--- config.mk ---
export PLATFORM = sky130hd
export DESIGN_NAME = dim_top
export DESIGN_NICKNAME = d
export VERILOG_FILES = /design/src/rtl/dim_pkg.sv /design/src/rtl/dim_out_delay.sv /design/src/rtl/dim_top.sv
export SDC_FILE = /design/constraint.sdc
export NUM_CORES = 1
export LEC_CHECK = 0
export BUFFER_PORTS_ARGS = -buffer_cell sky130_fd_sc_hd__buf_2
export CORE_ASPECT_RATIO = 0.5
export CORE_UTILIZATION = 45
export DETAILED_ROUTE_END_ITERATION = 8
export HOLD_SLACK_MARGIN = 0.12
export PLACE_DENSITY = 0.73
export SLEW_MARGIN = 15
export SYNTH_ARGS = -nofsm -noshare
export SYNTH_HDL_FRONTEND = slang
export SYNTH_SLANG_ARGS = --single-unit
export TNS_END_PERCENT = 10
--- constraint.sdc ---
create_clock -name CLK_SYS_IN -period 3.2 [get_ports CLK_SYS_IN]
set_input_delay 0.16 -clock CLK_SYS_IN [delete_from_list [all_inputs] [get_ports CLK_SYS_IN]]
set_output_delay 0.16 -clock CLK_SYS_IN [all_outputs]
set_load 0.01 [all_outputs]
--- src/rtl/dim_pkg.sv ---
// Purpose: Shared constants and types for the digital input/output mapper.
// Assumes: 250 MHz system clock, parameter writes arrive as one-cycle strobes.
// Notes: Parameter codes are local indices used on the parameter write port.
package dim_pkg;

  // ==========================================================================
  // Sizes.
  localparam int NUM_IN = 5;          // Assignable input terminals.
  localparam int NUM_OUT = 13;        // Assignable outputs, relay included.
  localparam int NUM_PIN_OUT = 6;     // Five output terminals plus the relay.
  localparam int FUNC_W = 6;          // Input function code width.
  localparam int SIG_W = 5;           // Output function code width.
  localparam int DLY_W = 18;          // Delay width in milliseconds.

  // ==========================================================================
  // Parameter codes on the write port.
  localparam logic [3:0] CODE_INPUT_SELECT = 4'h0;
  localparam logic [3:0] CODE_INPUT_FUNCTION = 4'h1;
  localparam logic [3:0] CODE_INPUT_POLARITY = 4'h2;
  localparam logic [3:0] CODE_INPUT_PRIORITY = 4'h3;
  localparam logic [3:0] CODE_OUTPUT_SELECT = 4'h4;
  localparam logic [3:0] CODE_OUTPUT_FUNCTION = 4'h5;
  localparam logic [3:0] CODE_OUTPUT_POLARITY = 4'h6;
  localparam logic [3:0] CODE_OUTPUT_DELAY = 4'h7;

  // ==========================================================================
  // Input functions that may sit on several terminals at once.
  localparam logic [5:0] FN_NONE = 6'h00;
  localparam logic [5:0] FN_RAMP_TIMES = 6'h01;
  localparam logic [5:0] FN_JOG = 6'h02;
  localparam logic [5:0] FN_PAR_SET = 6'h14;
  localparam logic [5:0] FN_FIXED_SET = 6'h28;

  // ==========================================================================
  // Reset values and limits.
  localparam logic [2:0] IN_SEL_RST = 3'h1;
  localparam logic [3:0] OUT_SEL_RST = 4'h1;
  localparam logic [3:0] OUT_SEL_RELAY = 4'hD;
  localparam logic [3:0] OUT_SEL_LAST_TERM = 4'h5;
  localparam logic [17:0] DLY_RST = 18'h00000;
  localparam logic [17:0] DLY_MAX_MS = 18'h3A980;  // 240.000 s in 1 ms steps.

  // ==========================================================================
  // Timing: the delay resolution is one millisecond.
  localparam int CLK_PERIOD_PS = 4000;
  localparam int DLY_STEP_PS = 1000000000;
  localparam int TICK_CYCLES = DLY_STEP_PS / CLK_PERIOD_PS;

  // ==========================================================================
  // One parameter write.
  typedef struct packed {
    logic wr;
    logic [3:0] code;
    logic [17:0] data;
  } dim_par_wr_t;

endpackage : dim_pkg

--- src/rtl/dim_out_delay.sv ---
// Purpose: Delays one output level by a programmable count of millisecond ticks.
// Assumes: tick_in pulses once per millisecond for one cycle.
// Notes: A level must hold for the whole delay; any change restarts the count.
`timescale 1ns/100ps
`default_nettype none

module dim_out_delay (
  // Clock and reset.
  input wire logic clk_in,
  input wire logic rst_in,
  // Timing.
  input wire logic tick_in,
  input wire logic [17:0] delay_in,
  // Level.
  input wire logic lvl_in,
  output logic lvl_out
);

  logic out_r;             // Delayed level.
  logic [17:0] cnt_r;      // Milliseconds the new level has held.
  wire differs = lvl_in != out_r;
  // The count must pass the setting: the shared tick may arrive just after a change, so
  // stopping at equality could let a level through almost a millisecond early.
  wire expired = (delay_in == dim_pkg::DLY_RST) || (cnt_r > delay_in);

  // ==========================================================================
  // Hold counter; a return to the old level clears it, which is the restart.
  always_ff @(posedge clk_in) begin
    if (rst_in) begin
      out_r <= 1'b0;
      cnt_r <= dim_pkg::DLY_RST;
    end else if (!differs) begin
      cnt_r <= dim_pkg::DLY_RST;
    end else if (expired) begin
      out_r <= lvl_in;
      cnt_r <= dim_pkg::DLY_RST;
    end else if (tick_in) begin
      cnt_r <= cnt_r + 18'h00001;
    end
  end

  assign lvl_out = out_r;
endmodule : dim_out_delay

`default_nettype wire

--- src/rtl/dim_top.sv ---
// Purpose: Maps assignable digital inputs and outputs of a speed controller.
// Assumes: Terminal inputs are synchronous; settings arrive as one-cycle writes.
// Notes: Output pin delays run on a 1 ms tick divided from the system clock.
`timescale 1ns/100ps
`default_nettype none

module dim_top #(
  parameter int TICK_CYCLES = dim_pkg::TICK_CYCLES
) (
  // Clock and reset.
  input wire logic CLK_SYS_IN,
  input wire logic RST_IN,
  // Input terminals and control source.
  input wire logic [4:0] IN_TERM_IN,
  input wire logic TERM_CTRL_EN_IN,
  // Internal signals selectable by output functions; bit 0 is unused.
  input wire logic [31:0] SIG_IN,
  // Serial parameter interface.
  input wire dim_pkg::dim_par_wr_t PAR_WR_IN,
  output logic PAR_REFUSED_OUT,
  output logic [15:0] INPUT_STATE_OUT,
  output logic [15:0] OUTPUT_STATE_OUT,
  // Input function results.
  output logic [4:0] TERM_ACTIVE_OUT,
  output logic [63:0] FUNC_REQ_OUT,
  // Output terminals and relay contacts.
  output logic [4:0] OUT_TERM_OUT,
  output logic RELAY_OUT
);

  // ==========================================================================
  // Settings.
  logic [2:0] in_sel_r;                       // Selected input, 1..5.
  logic [5:0] in_func_r [dim_pkg::NUM_IN];    // Function per input.
  logic [4:0] in_pol_r;                       // One means low-active.
  logic [4:0] prio_r;                         // One keeps the function alive.
  logic [3:0] out_sel_r;                      // Selected output, 1..13.
  logic [4:0] out_func_r [dim_pkg::NUM_OUT];  // Signal per output.
  logic [5:0] out_pol_r;                      // Pin inversion, relay at bit 5.
  logic [17:0] dly_r [dim_pkg::NUM_PIN_OUT];  // Pin delay in milliseconds.

  // ==========================================================================
  // Status and pins.
  logic refused_r; // One-cycle pulse after a refused write.
  logic [4:0] in_state_r; // Inputs after polarity.
  logic [12:0] out_state_r; // Active-high output states.
  logic [4:0] term_act_r; // Terminals whose function is live.
  logic [63:0] func_req_r; // Registered function requests.
  logic [5:0] pin_r; // Pin levels after inversion, relay at bit 5.
  logic [17:0] tick_cnt_r; // Divider toward the millisecond tick.
  logic tick_r; // One-cycle millisecond tick.
  logic [5:0] dly_lvl; // Delayed levels, relay at bit 5.

  // ==========================================================================
  // Write decode. Only legal indices are stored; others are refused.
  // Index codes act on the current selection, so the host must select first.
  wire wr = PAR_WR_IN.wr;
  wire [17:0] wdata = PAR_WR_IN.data;
  wire wr_in_sel = wr && PAR_WR_IN.code == dim_pkg::CODE_INPUT_SELECT;
  wire wr_in_func = wr && PAR_WR_IN.code == dim_pkg::CODE_INPUT_FUNCTION;
  wire wr_in_pol = wr && PAR_WR_IN.code == dim_pkg::CODE_INPUT_POLARITY;
  wire wr_prio = wr && PAR_WR_IN.code == dim_pkg::CODE_INPUT_PRIORITY;
  wire wr_out_sel = wr && PAR_WR_IN.code == dim_pkg::CODE_OUTPUT_SELECT;
  wire wr_out_func = wr && PAR_WR_IN.code == dim_pkg::CODE_OUTPUT_FUNCTION;
  wire wr_out_pol = wr && PAR_WR_IN.code == dim_pkg::CODE_OUTPUT_POLARITY;
  wire wr_dly = wr && PAR_WR_IN.code == dim_pkg::CODE_OUTPUT_DELAY;
  wire [2:0] in_idx = in_sel_r - 3'h1;
  wire [3:0] out_idx = out_sel_r - 4'h1;
  // Range checks on the incoming data word.
  wire in_sel_ok = wdata >= 18'h00001 && wdata <= 18'h00005;
  wire out_sel_ok = wdata >= 18'h00001 && wdata <= 18'h0000D;
  wire [5:0] new_fn = wdata[5:0];
  wire fn_ok = wdata <= 18'h0003F;
  wire sig_ok = wdata <= 18'h0001F;
  // Polarity and delay exist only for the five terminals and the relay.
  wire out_has_pin = out_sel_r <= dim_pkg::OUT_SEL_LAST_TERM
    || out_sel_r == dim_pkg::OUT_SEL_RELAY;
  wire [2:0] pin_idx = (out_sel_r == dim_pkg::OUT_SEL_RELAY) ? 3'h5 : out_idx[2:0];
  // Jog, ramp times, fixed set-values and parameter set may repeat.
  wire fn_multi = new_fn == dim_pkg::FN_NONE || new_fn == dim_pkg::FN_RAMP_TIMES
    || new_fn == dim_pkg::FN_JOG || new_fn == dim_pkg::FN_PAR_SET
    || new_fn == dim_pkg::FN_FIXED_SET;
  logic [4:0] held_elsewhere;  // Another terminal already holds new_fn.
  wire fn_taken = !fn_multi && held_elsewhere != 5'h00;
  wire fn_accept = wr_in_func && fn_ok && !fn_taken;
  // A delay past the limit is refused, not clipped, so a mistyped value never runs long.
  wire dly_ok = wdata <= dim_pkg::DLY_MAX_MS;
  // Every refusal reason in one place; the status pulse follows one cycle later.
  wire refuse = (wr_in_sel && !in_sel_ok) || (wr_in_func && (!fn_ok || fn_taken))
    || (wr_out_sel && !out_sel_ok) || (wr_out_func && !sig_ok)
    || ((wr_out_pol || wr_dly) && !out_has_pin) || (wr_dly && !dly_ok);

  // ==========================================================================
  // Per-input logic: ownership test, polarity and priority gating.
  wire [4:0] asserted = IN_TERM_IN ^ in_pol_r;
  wire [4:0] term_eff = asserted & (prio_r | {5{TERM_CTRL_EN_IN}});
  logic [63:0] func_req; // Request vector ahead of its status register.
  genvar gi;
  generate
    for (gi = 0; gi < dim_pkg::NUM_IN; gi++) begin : g_in
      assign held_elsewhere[gi] = (3'(gi) != in_idx) && (in_func_r[gi] == new_fn);
    end
  endgenerate

  // A function request is the OR of all effective terminals carrying it.
  always_comb begin
    func_req = 64'h0000000000000000;
    for (int i = 0; i < dim_pkg::NUM_IN; i++) begin
      if (term_eff[i]) begin
        func_req[in_func_r[i]] = 1'b1;
      end
    end
    func_req[0] = 1'b0;  // Function zero does nothing.
  end

  // ==========================================================================
  // Per-output logic: signal selection and the delayed pins.
  logic [12:0] out_act;
  generate
    for (gi = 0; gi < dim_pkg::NUM_OUT; gi++) begin : g_out
      // Internal view is always active-high, whatever the pin inversion.
      assign out_act[gi] = (out_func_r[gi] != 5'h00) && SIG_IN[out_func_r[gi]];
    end
    // Pins 0 to 4 carry outputs 1 to 5; pin 5, the relay, carries output 13.
    for (gi = 0; gi < dim_pkg::NUM_PIN_OUT; gi++) begin : g_pin
      localparam int SRC = (gi == 5) ? 12 : gi;
      dim_out_delay u_dly (
        .clk_in(CLK_SYS_IN),
        .rst_in(RST_IN),
        .tick_in(tick_r),
        .delay_in(dly_r[gi]),
        .lvl_in(out_act[SRC]),
        .lvl_out(dly_lvl[gi])
      );
    end
  endgenerate

  // ==========================================================================
  // Settings registers; a refused write leaves every setting untouched.
  always_ff @(posedge CLK_SYS_IN) begin
    if (RST_IN) begin
      in_sel_r <= dim_pkg::IN_SEL_RST;
      in_pol_r <= 5'h00;
      prio_r <= 5'h00;
      out_sel_r <= dim_pkg::OUT_SEL_RST;
      out_pol_r <= 6'h00;
      for (int i = 0; i < dim_pkg::NUM_IN; i++) begin
        in_func_r[i] <= dim_pkg::FN_NONE;
      end
      for (int i = 0; i < dim_pkg::NUM_OUT; i++) begin
        out_func_r[i] <= 5'h00;
      end
      for (int i = 0; i < dim_pkg::NUM_PIN_OUT; i++) begin
        dly_r[i] <= dim_pkg::DLY_RST;
      end
    end else begin
      if (wr_in_sel && in_sel_ok) begin
        in_sel_r <= wdata[2:0];
      end
      // A stored function replaces the old one; nothing else remembers it.
      if (fn_accept) begin
        in_func_r[in_idx] <= new_fn;
      end
      // Polarity and priority take effect on the very next input sample.
      if (wr_in_pol) begin
        in_pol_r[in_idx] <= wdata[0];
      end
      if (wr_prio) begin
        prio_r[in_idx] <= wdata[0];
      end
      if (wr_out_sel && out_sel_ok) begin
        out_sel_r <= wdata[3:0];
      end
      if (wr_out_func && sig_ok) begin
        out_func_r[out_idx] <= wdata[4:0];
      end
      if (wr_out_pol && out_has_pin) begin
        out_pol_r[pin_idx] <= wdata[0];
      end
      if (wr_dly && out_has_pin && dly_ok) begin
        dly_r[pin_idx] <= wdata;
      end
    end
  end

  // ==========================================================================
  // Millisecond tick. A free-running divider keeps all pins on one grid.
  // Trade-off: one divider instead of six makes the first step of a delay partial;
  // each delay stage counts one step past its setting to make up for it.
  always_ff @(posedge CLK_SYS_IN) begin
    if (RST_IN) begin
      tick_cnt_r <= 18'h00000;
      tick_r <= 1'b0;
    end else begin
      tick_r <= tick_cnt_r == 18'(TICK_CYCLES - 1);
      tick_cnt_r <= (tick_cnt_r == 18'(TICK_CYCLES - 1)) ? 18'h00000
        : tick_cnt_r + 18'h00001;
    end
  end

  // ==========================================================================
  // Status words, function results and pin levels.
  always_ff @(posedge CLK_SYS_IN) begin
    if (RST_IN) begin
      refused_r <= 1'b0;
      in_state_r <= 5'h00;
      out_state_r <= 13'h0000;
      term_act_r <= 5'h00;
      func_req_r <= 64'h0000000000000000;
      pin_r <= 6'h00;
    end else begin
      refused_r <= refuse;
      in_state_r <= asserted;
      out_state_r <= out_act;
      term_act_r <= term_eff;
      func_req_r <= func_req;
      pin_r <= dly_lvl ^ out_pol_r;
    end
  end

  // Upper status bits are tied low so a full sixteen-bit read shows no stale data.
  assign PAR_REFUSED_OUT = refused_r;
  assign INPUT_STATE_OUT = {11'h000, in_state_r};
  assign OUTPUT_STATE_OUT = {3'h0, out_state_r};
  assign TERM_ACTIVE_OUT = term_act_r;
  assign FUNC_REQ_OUT = func_req_r;
  assign OUT_TERM_OUT = pin_r[4:0];
  assign RELAY_OUT = pin_r[5];
endmodule : dim_top

`default_nettype wire

; ---- Word level (Yosys, flattened, before mapping)
; Memory sizes are Yosys's and may differ from the RTL's.
; Index checks and enable logic that the tools add are counted.
[op_classes]
eq_ne = 28
mux = 69
addsub = 9
reduce_logical = 115
magnitude_cmp = 40
bitwise_logic = 14
[op_table]
columns = op, count
row1 = $mux W64, 5
row2 = $or A64 B64 Y64, 4
row3 = $add A18 B1 Y18 const B, 7
row4 = $gt A18 B18 Y1, 6
row5 = $logic_not A18 Y1, 6
row6 = $lt A5 B6 Y1 const B, 13
row7 = $reduce_bool A5 Y1, 14
row8 = $bmux W1 S5, 13
row9 = $logic_and A1 B1 Y1, 50
row10 = $lt A6 B7 Y1 const B, 5
row11 = $mux W1, 34
row12 = $demux W1 S6, 5
row13 = $eq A6 B6 Y1, 5
row14 = $ge A6 B1 Y1 const B, 5
row15 = $eq A18 B18 Y1 const B, 1
row16 = $ge A18 B1 Y1 const B, 1
row17 = $le A18 B18 Y1 const B, 1
row18 = $le A18 B3 Y1 const B, 1
row19 = $le A18 B4 Y1 const B, 1
row20 = $le A18 B5 Y1 const B, 1
row21 = $le A18 B6 Y1 const B, 1
row22 = $logic_or A1 B1 Y1, 18
row23 = $mux W18, 1
row24 = $reduce_or A18 Y1, 1
row25 = other kinds (38), 76
[word_totals]
ramBits = 203
wordCells = 304
ff_bits = 250
memories = 3
[memory_table]
columns = name, depth, width, rd, rd_ports_with_merged_regs, write_ports, line
row1 = dly_r, 6, 18, 6, 0, 6, dim_top.sv:40  ; logic [17:0] dly_r [dim_pkg::NUM_PIN_OUT];
row2 = out_func_r, 13, 5, 13, 0, 13, dim_top.sv:38  ; logic [4:0] out_func_r [dim_pkg::NUM_OUT];
row3 = in_func_r, 5, 6, 5, 0, 5, dim_top.sv:34  ; logic [5:0] in_func_r [dim_pkg::NUM_IN];

; ---- Longest topological paths before layout
; Gate-level depths: netlist (run 1).
[logic_depth]
ltp_word = 14
depth_mapped = 12
ltp_nobuf = 8

; ---- By module
; From an unflattened synthesis (run 1), not the netlist that was laid out.
[unflattened]
cells_unflattened = 2635
area_unflattened_um2 = 27091.0
[modules_own_cells]
columns = module, cells_per_inst, seq_area_each_um2, area_per_inst_um2, instances
row1 = dim_top, 1699, 8798.4, 18660.4, 1
row2 = dim_out_delay, 156, 380.4, 1405.1, 6

; ---- Least setup slack after synthesis (run 1)
; Ideal clock, no wire load.
[synth_timing]
kind = register to register
from = register out_sel_r[0]
to = memory dly_r[1][0], enable pin
n_path_buf = 3
slack_ns = 0.347
stages_incl_launch_ff = 12
arrival_ns = 2.513
path_cell_list = dfxtp_1 -> clkbuf_8 -> inv_1 -> ha_1 -> and2b_1 -> o21ai_0 -> nand3_1 -> a2111oi_4 -> buf_6 -> and3_1 -> buf_6 -> or2_2
[synth_lines]
columns = item, line
row1 = start: declaration, dim_top.sv:37  ; logic [3:0] out_sel_r;
row2 = start signal: assignment, dim_top.sv:145  ; out_sel_r <= dim_pkg::OUT_SEL_RST;
row3 = start signal: assignment, dim_top.sv:172  ; out_sel_r <= wdata[3:0];
row4 = end: declaration, dim_top.sv:40

==> out/results.tsv, run 1 <==
stage	metric	value	unit
sta	setup_viol	0	
critical_path	crit_path_start	PAR_WR_IN[6]	
global_routing	grt_max_degree	77	
worst_hold_path	hp-start	PAR_WR_IN[7]	
sta	fin_crit	3.09	ns
global_routing	grt_overflow	0	
worst_hold_path	hold_end	dly_r[0][7]$_SDFFCE_PN0P_	
cells_and_area	final_cell_mix	dfxtp_1, edfxtp_1, nand2_1	
detailed_routing	drt_wl_total	75600	um
power	p_leak	11.4	nW
global_routing	gr-usage-all-layers	24.6	%
logic_synthesis	synth_top_area_cell	edfxtp_1	
critical_path	max_stage_delay	0.68	ns
cells_and_area	num-fill-cells	5048	
global_routing	first_global_vias	21300	
sta	fin_skew	0.0192	ns
sta	maxSlewHeadroom	22.2	%
global_routing	antenna_found_initial	0	
sta	tightest_slew	1.16	ns
logic_synthesis	yosys_register_bits	452	
critical_path	critical-path-slowest-cell	or4_1	
power	peakVddDrop	0.384	mV
sta	finalCritPeriodShare	96.6	%
floorplan	num_io_pins	171	
clocking	worstSkewPairLatency	0.57	ns
critical_path	critPathLaunchType	input pin	
detailed_routing	drt_iter0_drc	2659	
critical_path	crit_required	3.42	ns
cells_and_area	syn_to_final_growth	12.4	%
critical_path	r2r_end	dly_r[3][11]$_SDFFCE_PN0P_	
floorplan	initial_utilization	45.9	%
logic_synthesis	netlist_area	26600	um2
worst_hold_path	whs_path_depth	3	
placed_design	io_buffers	154	
logic_synthesis	synth.avg_cell_area	10.2	um2
clocking	cts.sinks	452	
critical_path	critPathArrivalTime	3.31	ns
run	drv.max_cap_violation_count	0	
clocking	clockRootBuffer	clkbuf_16	
logic_synthesis	seq_area_frac_synth	41.7	%
sta	hold_ws	0.152	ns
logic_synthesis	ys.flop_type	dfxtp_1	
sta	max_freq	324	MHz
critical_path	crit_fanout	21	
logic_synthesis	synth.distinct_cells	66	
cells_and_area	seqCellArea	11100	um2
sta	rsz0062_at_grt	false	
detailed_routing	first_pass_iters	8	
detailed_routing	drcViolationCount	0	
cells_and_area	num-nets-final	2918	
logic_synthesis	synth-async-reset-ratio	0	%
critical_path	crit_type	input pin to flip-flop	
clocking	cts_tree	yes	
floorplan	dieHeight	174	um
logic_synthesis	synth_edf_count	203	
global_routing	grt_pass1_wl	118000	um
cells_and_area	multi_input_area	14200	um2
floorplan	core-area	57900	um2
clocking	cts_buffer_depth	3	
logic_synthesis	yosys_warnings	0	
critical_path	cp-end-kind	flip-flop	
sta	tns	0	ns
floorplan	die_width	346	um
clocking	cts_made_buffers	44	
detailed_routing	wl_per_cell	21.4	um
critical_path	reg2regPathDepth	9	
logic_synthesis	synth_top_area_share	22.9	%
status	outcome	finished clean	
logic_synthesis	syn_inst	2616	
critical_path	reg2reg_slack	0.25	ns
critical_path	rr_startpoint	out_sel_r[1]$_SDFFE_PP0P_	
cells_and_area	drive_gt1_share	17.4	%
detailed_routing	antenna_left	0	
detailed_routing	viasPerCell	6.13	
sta	finalMaxSlewViolations	0	
detailed_routing	vias	21700	
cells_and_area	layout_commonest_cell	dfxtp_1	
clocking	h-tree-depth	2	
critical_path	path_cells	dlygate4sd3_1 > buf_2 > or4_1 > o41ai_2 > o21bai_2 > a2111oi_4 > buf_4 > and3_1 > or2_2	
power	powerDensity	438	nW/um2
cells_and_area	diodes	0	
placed_design	post-dp-hpwl	51500	um
power	p_total	13.1	mW
clocking	cts.clk_slew.worst_paths	0.07	ns
placed_design	gp_congestion	0.938	
floorplan	dieArea	60100	um2
sta	hold_violations	0	
worst_hold_path	hp-class	input pin to flip-flop	
logic_synthesis	synth.area.top_cells	edfxtp_1, dfxtp_1, mux4_2, ha_1, a22oi_1	
floorplan	rows	62	
-- state kept, by name, summed over array words and instances (netlist names), 4 cells and up --
register and cells:
dly_r 108, FUNC_REQ_OUT 63, out_pol_r 6, out_sel_r 4, g_pin.u_dly.lvl_out 6, out_func_r 65, g_pin.u_dly.cnt_r 108, in_func_r 30
tick_cnt_r 18, prio_r 5, in_pol_r 5, pin_r 6, TERM_ACTIVE_OUT 5, out_state_r 13, in_state_r 5
-- routing by layer --
| layer | vias to the layer above | part of all wire (%) | GRT usage, % |
|---|---|---|---|
| met1 | 10500 | 41 | 32.3 |
| met4 | 0 | 3.6 | 8.91 |
| met3 | 209 | 9.7 | 5.01 |
| met5 | - | 0 | 0.314 |
| li1 | 9893 | - | - |
| met2 | 1111 | 46 | 40.2 |
-- report_power, final --
| part | internal (mW) | total [mW] | leakage, nW | switching (mW) |
|---|---|---|---|---|
| registers | 6.14 | 6.27 | 4.10 | 0.133 |
| clock network | 3.30 | 5.68 | 0.745 | 2.37 |
| logic | 0.459 | 1.14 | 6.56 | 0.685 |
-- worst max-delay path: cells and delay by family --
| family | cells | cell delay [ns] |
|---|---|---|
| simple gates | 3 | 1.26 |
| buf+inv | 3 | 0.95 |
| compound gates | 3 | 0.94 |
-- cell usage after synthesis, types with 13 or more instances --
| master | count |
|---|---|
| a21o_1 | 20 |
| a21oi_1 | 49 |
| a22oi_1 | 121 |
| a311oi_1 | 13 |
| a31oi_1 | 64 |
| and2_1 | 96 |
| and2_2 | 20 |
| and3_1 | 104 |
| and4_1 | 17 |
| buf_1 | 13 |
| buf_4 | 21 |
| clkbuf_1 | 147 |
| dfxtp_1 | 249 |
| edfxtp_1 | 203 |
| ha_1 | 125 |
| inv_1 | 136 |
| mux2_2 | 25 |
| mux2i_1 | 35 |
| mux4_2 | 105 |
| nand2_1 | 168 |
| nand2b_1 | 16 |
| nand3_1 | 71 |
| nand4_1 | 58 |
| nor2_1 | 126 |
| nor2b_1 | 24 |
| nor3_1 | 165 |
| nor3b_1 | 28 |
| nor4_1 | 35 |
| o21ai_0 | 42 |
| o31ai_1 | 14 |
| or3_1 | 22 |
| xnor2_1 | 81 |
| xor2_1 | 82 |
-- final cells by class --
class,count,share of cell area (%)
clock buffer,54,4.09
clock inverter,26,1.14
timing repair buffer,251,5.18
tap,768,3.22
inverter,137,1.72
sequential,452,37.1
multi-input combinational,1844,47.6
-- cells by family (layout without fill, tap and decap cells) --
group                      Yosys count  count (layout)  share of synthesized area [%]
other                                1              15                         0.0141
muxes                              165             165                           11.3
xor gates and xnor gates           169             169                           5.74
adders and majority gates          125             125                           5.89
and+or+nand+nor                    980             980                           19.7
AOI/OAI and AO/OA                  390             390                           10.3
buffers and inverters              334             468                           5.30
DFF                                452             452                           41.7
-- metrics by stage --
step | utilization (%) | cells | instance area [um2] | setup WS, ns
5_1_grt | 51.6 | 3532 | 29900 | 0.0127
2_1_floorplan | - | 2630 | 26600 | 0.347
4_1_cts | 51.6 | 3532 | 29800 | 0.101
6_report | 51.6 | 3532 | 29900 | 0.110
3_5_place_dp | 48.6 | 3434 | 28100 | 0.0755
3_3_place_gp | 48.5 | 3434 | 28100 | 0.173
-- what timing repair did --
item,CTS,global route
hold buffers,18,0
endpoints found under the setup margin,0,54
buffers inserted,0,0
endpoints found under the hold margin,72,0
resized for setup,0,3
-- worst max path at each step --
stage	depth (start not counted)	to	slack (ns)
CTS	9	dly_r[2][1]$_SDFFCE_PN0P_	0.10
detailed placement	8	dly_r[2][5]$_SDFFCE_PN0P_	0.08
global placement	8	dly_r[2][2]$_SDFFCE_PN0P_	0.17
global route	9	dly_r[3][11]$_SDFFCE_PN0P_	0.01
floorplan	11	dly_r[1][0]$_SDFFCE_PN0P_	0.35
finish	9	dly_r[3][11]$_SDFFCE_PN0P_	0.11
Power figures use the tool's default switching activity.
==> run 2, diff against run 1 <==
--- a/config.mk
+++ b/config.mk
@@ -11,6 +11,7 @@
 export DETAILED_ROUTE_END_ITERATION = 8
 export HOLD_SLACK_MARGIN = 0.12
 export PLACE_DENSITY = 0.73
+export SETUP_SLACK_MARGIN = 0.2
 export SLEW_MARGIN = 15
 export SYNTH_ARGS = -nofsm -noshare
 export SYNTH_HDL_FRONTEND = slang
==> out/results.tsv, run 2 (synthesis gave the netlist of run 1 again) <==
stage	metric	value	unit	change
detailed_routing	wl_per_cell	21.4	um	about the same
sta	maxSlewHeadroom	24.6	%	+2.4 points
cells_and_area	num-nets-final	2919		+0.034%
detailed_routing	first_pass_iters	8		unchanged
placed_design	gp_congestion	0.938		unchanged
sta	tns	0	ns	unchanged
critical_path	cp-end-kind	flip-flop		
detailed_routing	antenna_left	0		unchanged
detailed_routing	drt_iter0_drc	2795		+5.1%
placed_design	io_buffers	154		unchanged
clocking	cts.sinks	452		unchanged
floorplan	dieHeight	174	um	unchanged
critical_path	critPathArrivalTime	3.18	ns	-0.13 ns
sta	hold_ws	0.144	ns	-0.00720 ns
status	outcome	finished clean		
global_routing	antenna_found_initial	0		unchanged
clocking	h-tree-depth	2		unchanged
floorplan	dieArea	60100	um2	unchanged
power	p_leak	11.4	nW	about the same
clocking	clockRootBuffer	clkbuf_16		
clocking	worstSkewPairLatency	0.58	ns	about the same
sta	rsz0062_at_grt	true		
cells_and_area	layout.cells.non_filler	3533		+0.028%
detailed_routing	drcViolationCount	0		unchanged
cells_and_area	final_cell_mix	dfxtp_1, edfxtp_1, nand2_1		
cells_and_area	syn_to_final_growth	12.5	%	
global_routing	gr-usage-all-layers	24.6	%	+0.028 points
sta	tightest_slew	1.12	ns	-0.0364 ns
clocking	cts_tree	yes		
clocking	cts.clk_slew.worst_paths	0.07	ns	about the same
placed_design	post-dp-hpwl	51500	um	unchanged
sta	setup_viol	0		unchanged
clocking	cts_made_buffers	44		unchanged
cells_and_area	diodes	0		unchanged
cells_and_area	layout_commonest_cell	dfxtp_1		
placed_design	dp.cells	3434		unchanged
critical_path	crit_fanout	21		unchanged
cells_and_area	top_regs	dly_r: 108 flops, g_pin.u_dly.cnt_r: 108 flops, out_func_r: 65 flops		
sta	hold_violations	0		unchanged
detailed_routing	drt_wl_total	75700	um	+0.13%
floorplan	num_io_pins	171		unchanged
critical_path	crit_type	input pin to flip-flop		
run	drv.max_cap_violation_count	0		unchanged
cells_and_area	utilization	51.7	%	+0.054 points
power	peakVddDrop	0.383	mV	-0.31%
global_routing	first_global_vias	21300		+0.22%
floorplan	die_width	346	um	unchanged
critical_path	crit_required	3.42	ns	about the same
sta	fin_skew	0.0214	ns	+0.00220 ns
global_routing	grt_pass1_wl	119000	um	+0.14%
floorplan	initial_utilization	45.9	%	unchanged
detailed_routing	viasPerCell	6.16		+0.41%
sta	finalCritPeriodShare	92.4	%	-4.2 points
sta	fin_crit	2.96	ns	-0.133 ns
floorplan	rows	62		unchanged
sta	finalMaxSlewViolations	0		unchanged
global_routing	grt_overflow	0		unchanged
global_routing	grt_max_degree	77		unchanged
power	powerDensity	439	nW/um2	about the same
worst_hold_path	hp-class	input pin to flip-flop		
sta	max_freq	338	MHz	+4.5%
cells_and_area	drive_gt1_share	17.4	%	+0.030 points
critical_path	critPathLaunchType	input pin		
clocking	cts_buffer_depth	3		unchanged
floorplan	core-area	57900	um2	unchanged
detailed_routing	vias	21800		+0.44%
run 2: final timing paths:
path	startpoint	cells past startpoint	to	slack, ns
worst max-delay path	PAR_WR_IN[9]	9	dly_r[3][11]$_SDFFCE_PN0P_	0.24
worst min register to register	tick_cnt_r[0]$_SDFF_PP0_	1	tick_cnt_r[0]$_SDFF_PP0_	0.46
worst min-delay path	PAR_WR_IN[7]	3	dly_r[0][7]$_SDFFCE_PN0P_	0.14
worst max register to register	out_sel_r[1]$_SDFFE_PP0P_	9	dly_r[3][11]$_SDFFCE_PN0P_	0.26
run 2: area by class of cell:
cell class / count / area, um2
tap: 768 / 961
clock inverter: 26 / 339
clock buffer: 54 / 1220
timing repair buffer: 252 / 1570
fill: 5044 / 28000
inverter: 137 / 514
sequential: 452 / 11100
multi-input combinational: 1844 / 14200
run 2: where the power goes:
group	switching (mW)	leakage [nW]	internal [mW]
Combinational	0.688	6.57	0.466
Clock	2.38	0.745	3.30
Sequential	0.133	4.10	6.14
Total	3.20	11.4	9.91
run 2: per-layer routing:
| metal | track usage (%) | vias up | routed length (um) |
|---|---|---|---|
| li1 | - | 9893 | - |
| met1 | 32.2 | 10500 | 30600 |
| met2 | 40.2 | 1144 | 35100 |
| met3 | 5.08 | 222 | 7230 |
| met4 | 9.19 | 0 | 2770 |
| met5 | 0.314 | - | 0 |
run 2: through the flow:
| step | setup slack, ns | power (mW) | instance area, um2 |
|---|---|---|---|
| 4_1_cts | 0.217 | 13.1 | 29900 |
| 2_1_floorplan | 0.347 | 7.09 | 26600 |
| 5_1_grt | 0.112 | 13.5 | 29900 |
| 3_5_place_dp | 0.0755 | 7.49 | 28100 |
| 3_3_place_gp | 0.173 | 7.45 | 28100 |
| 6_report | 0.243 | 13.1 | 29900 |
run 2: repair_timing:
| item | in CTS | in global routing |
|---|---|---|
| gates resized for setup | 1 | 3 |
| endpoints found under the setup margin | 7 | 132 |
| hold buffers | 18 | 0 |
| pin swaps | 0 | 1 |
| setup buffers | 0 | 1 |
| hold endpoints to repair | 72 | 0 |
run 2: worst max-delay path: stages:
cell and delay [ns]:
dlygate4sd3_1 0.53, buf_2 0.13, or4_1 0.57, o41ai_2 0.39, o21bai_2 0.15, a2111oi_4 0.39, buf_4 0.27, and3_1 0.19
or2_2 0.38
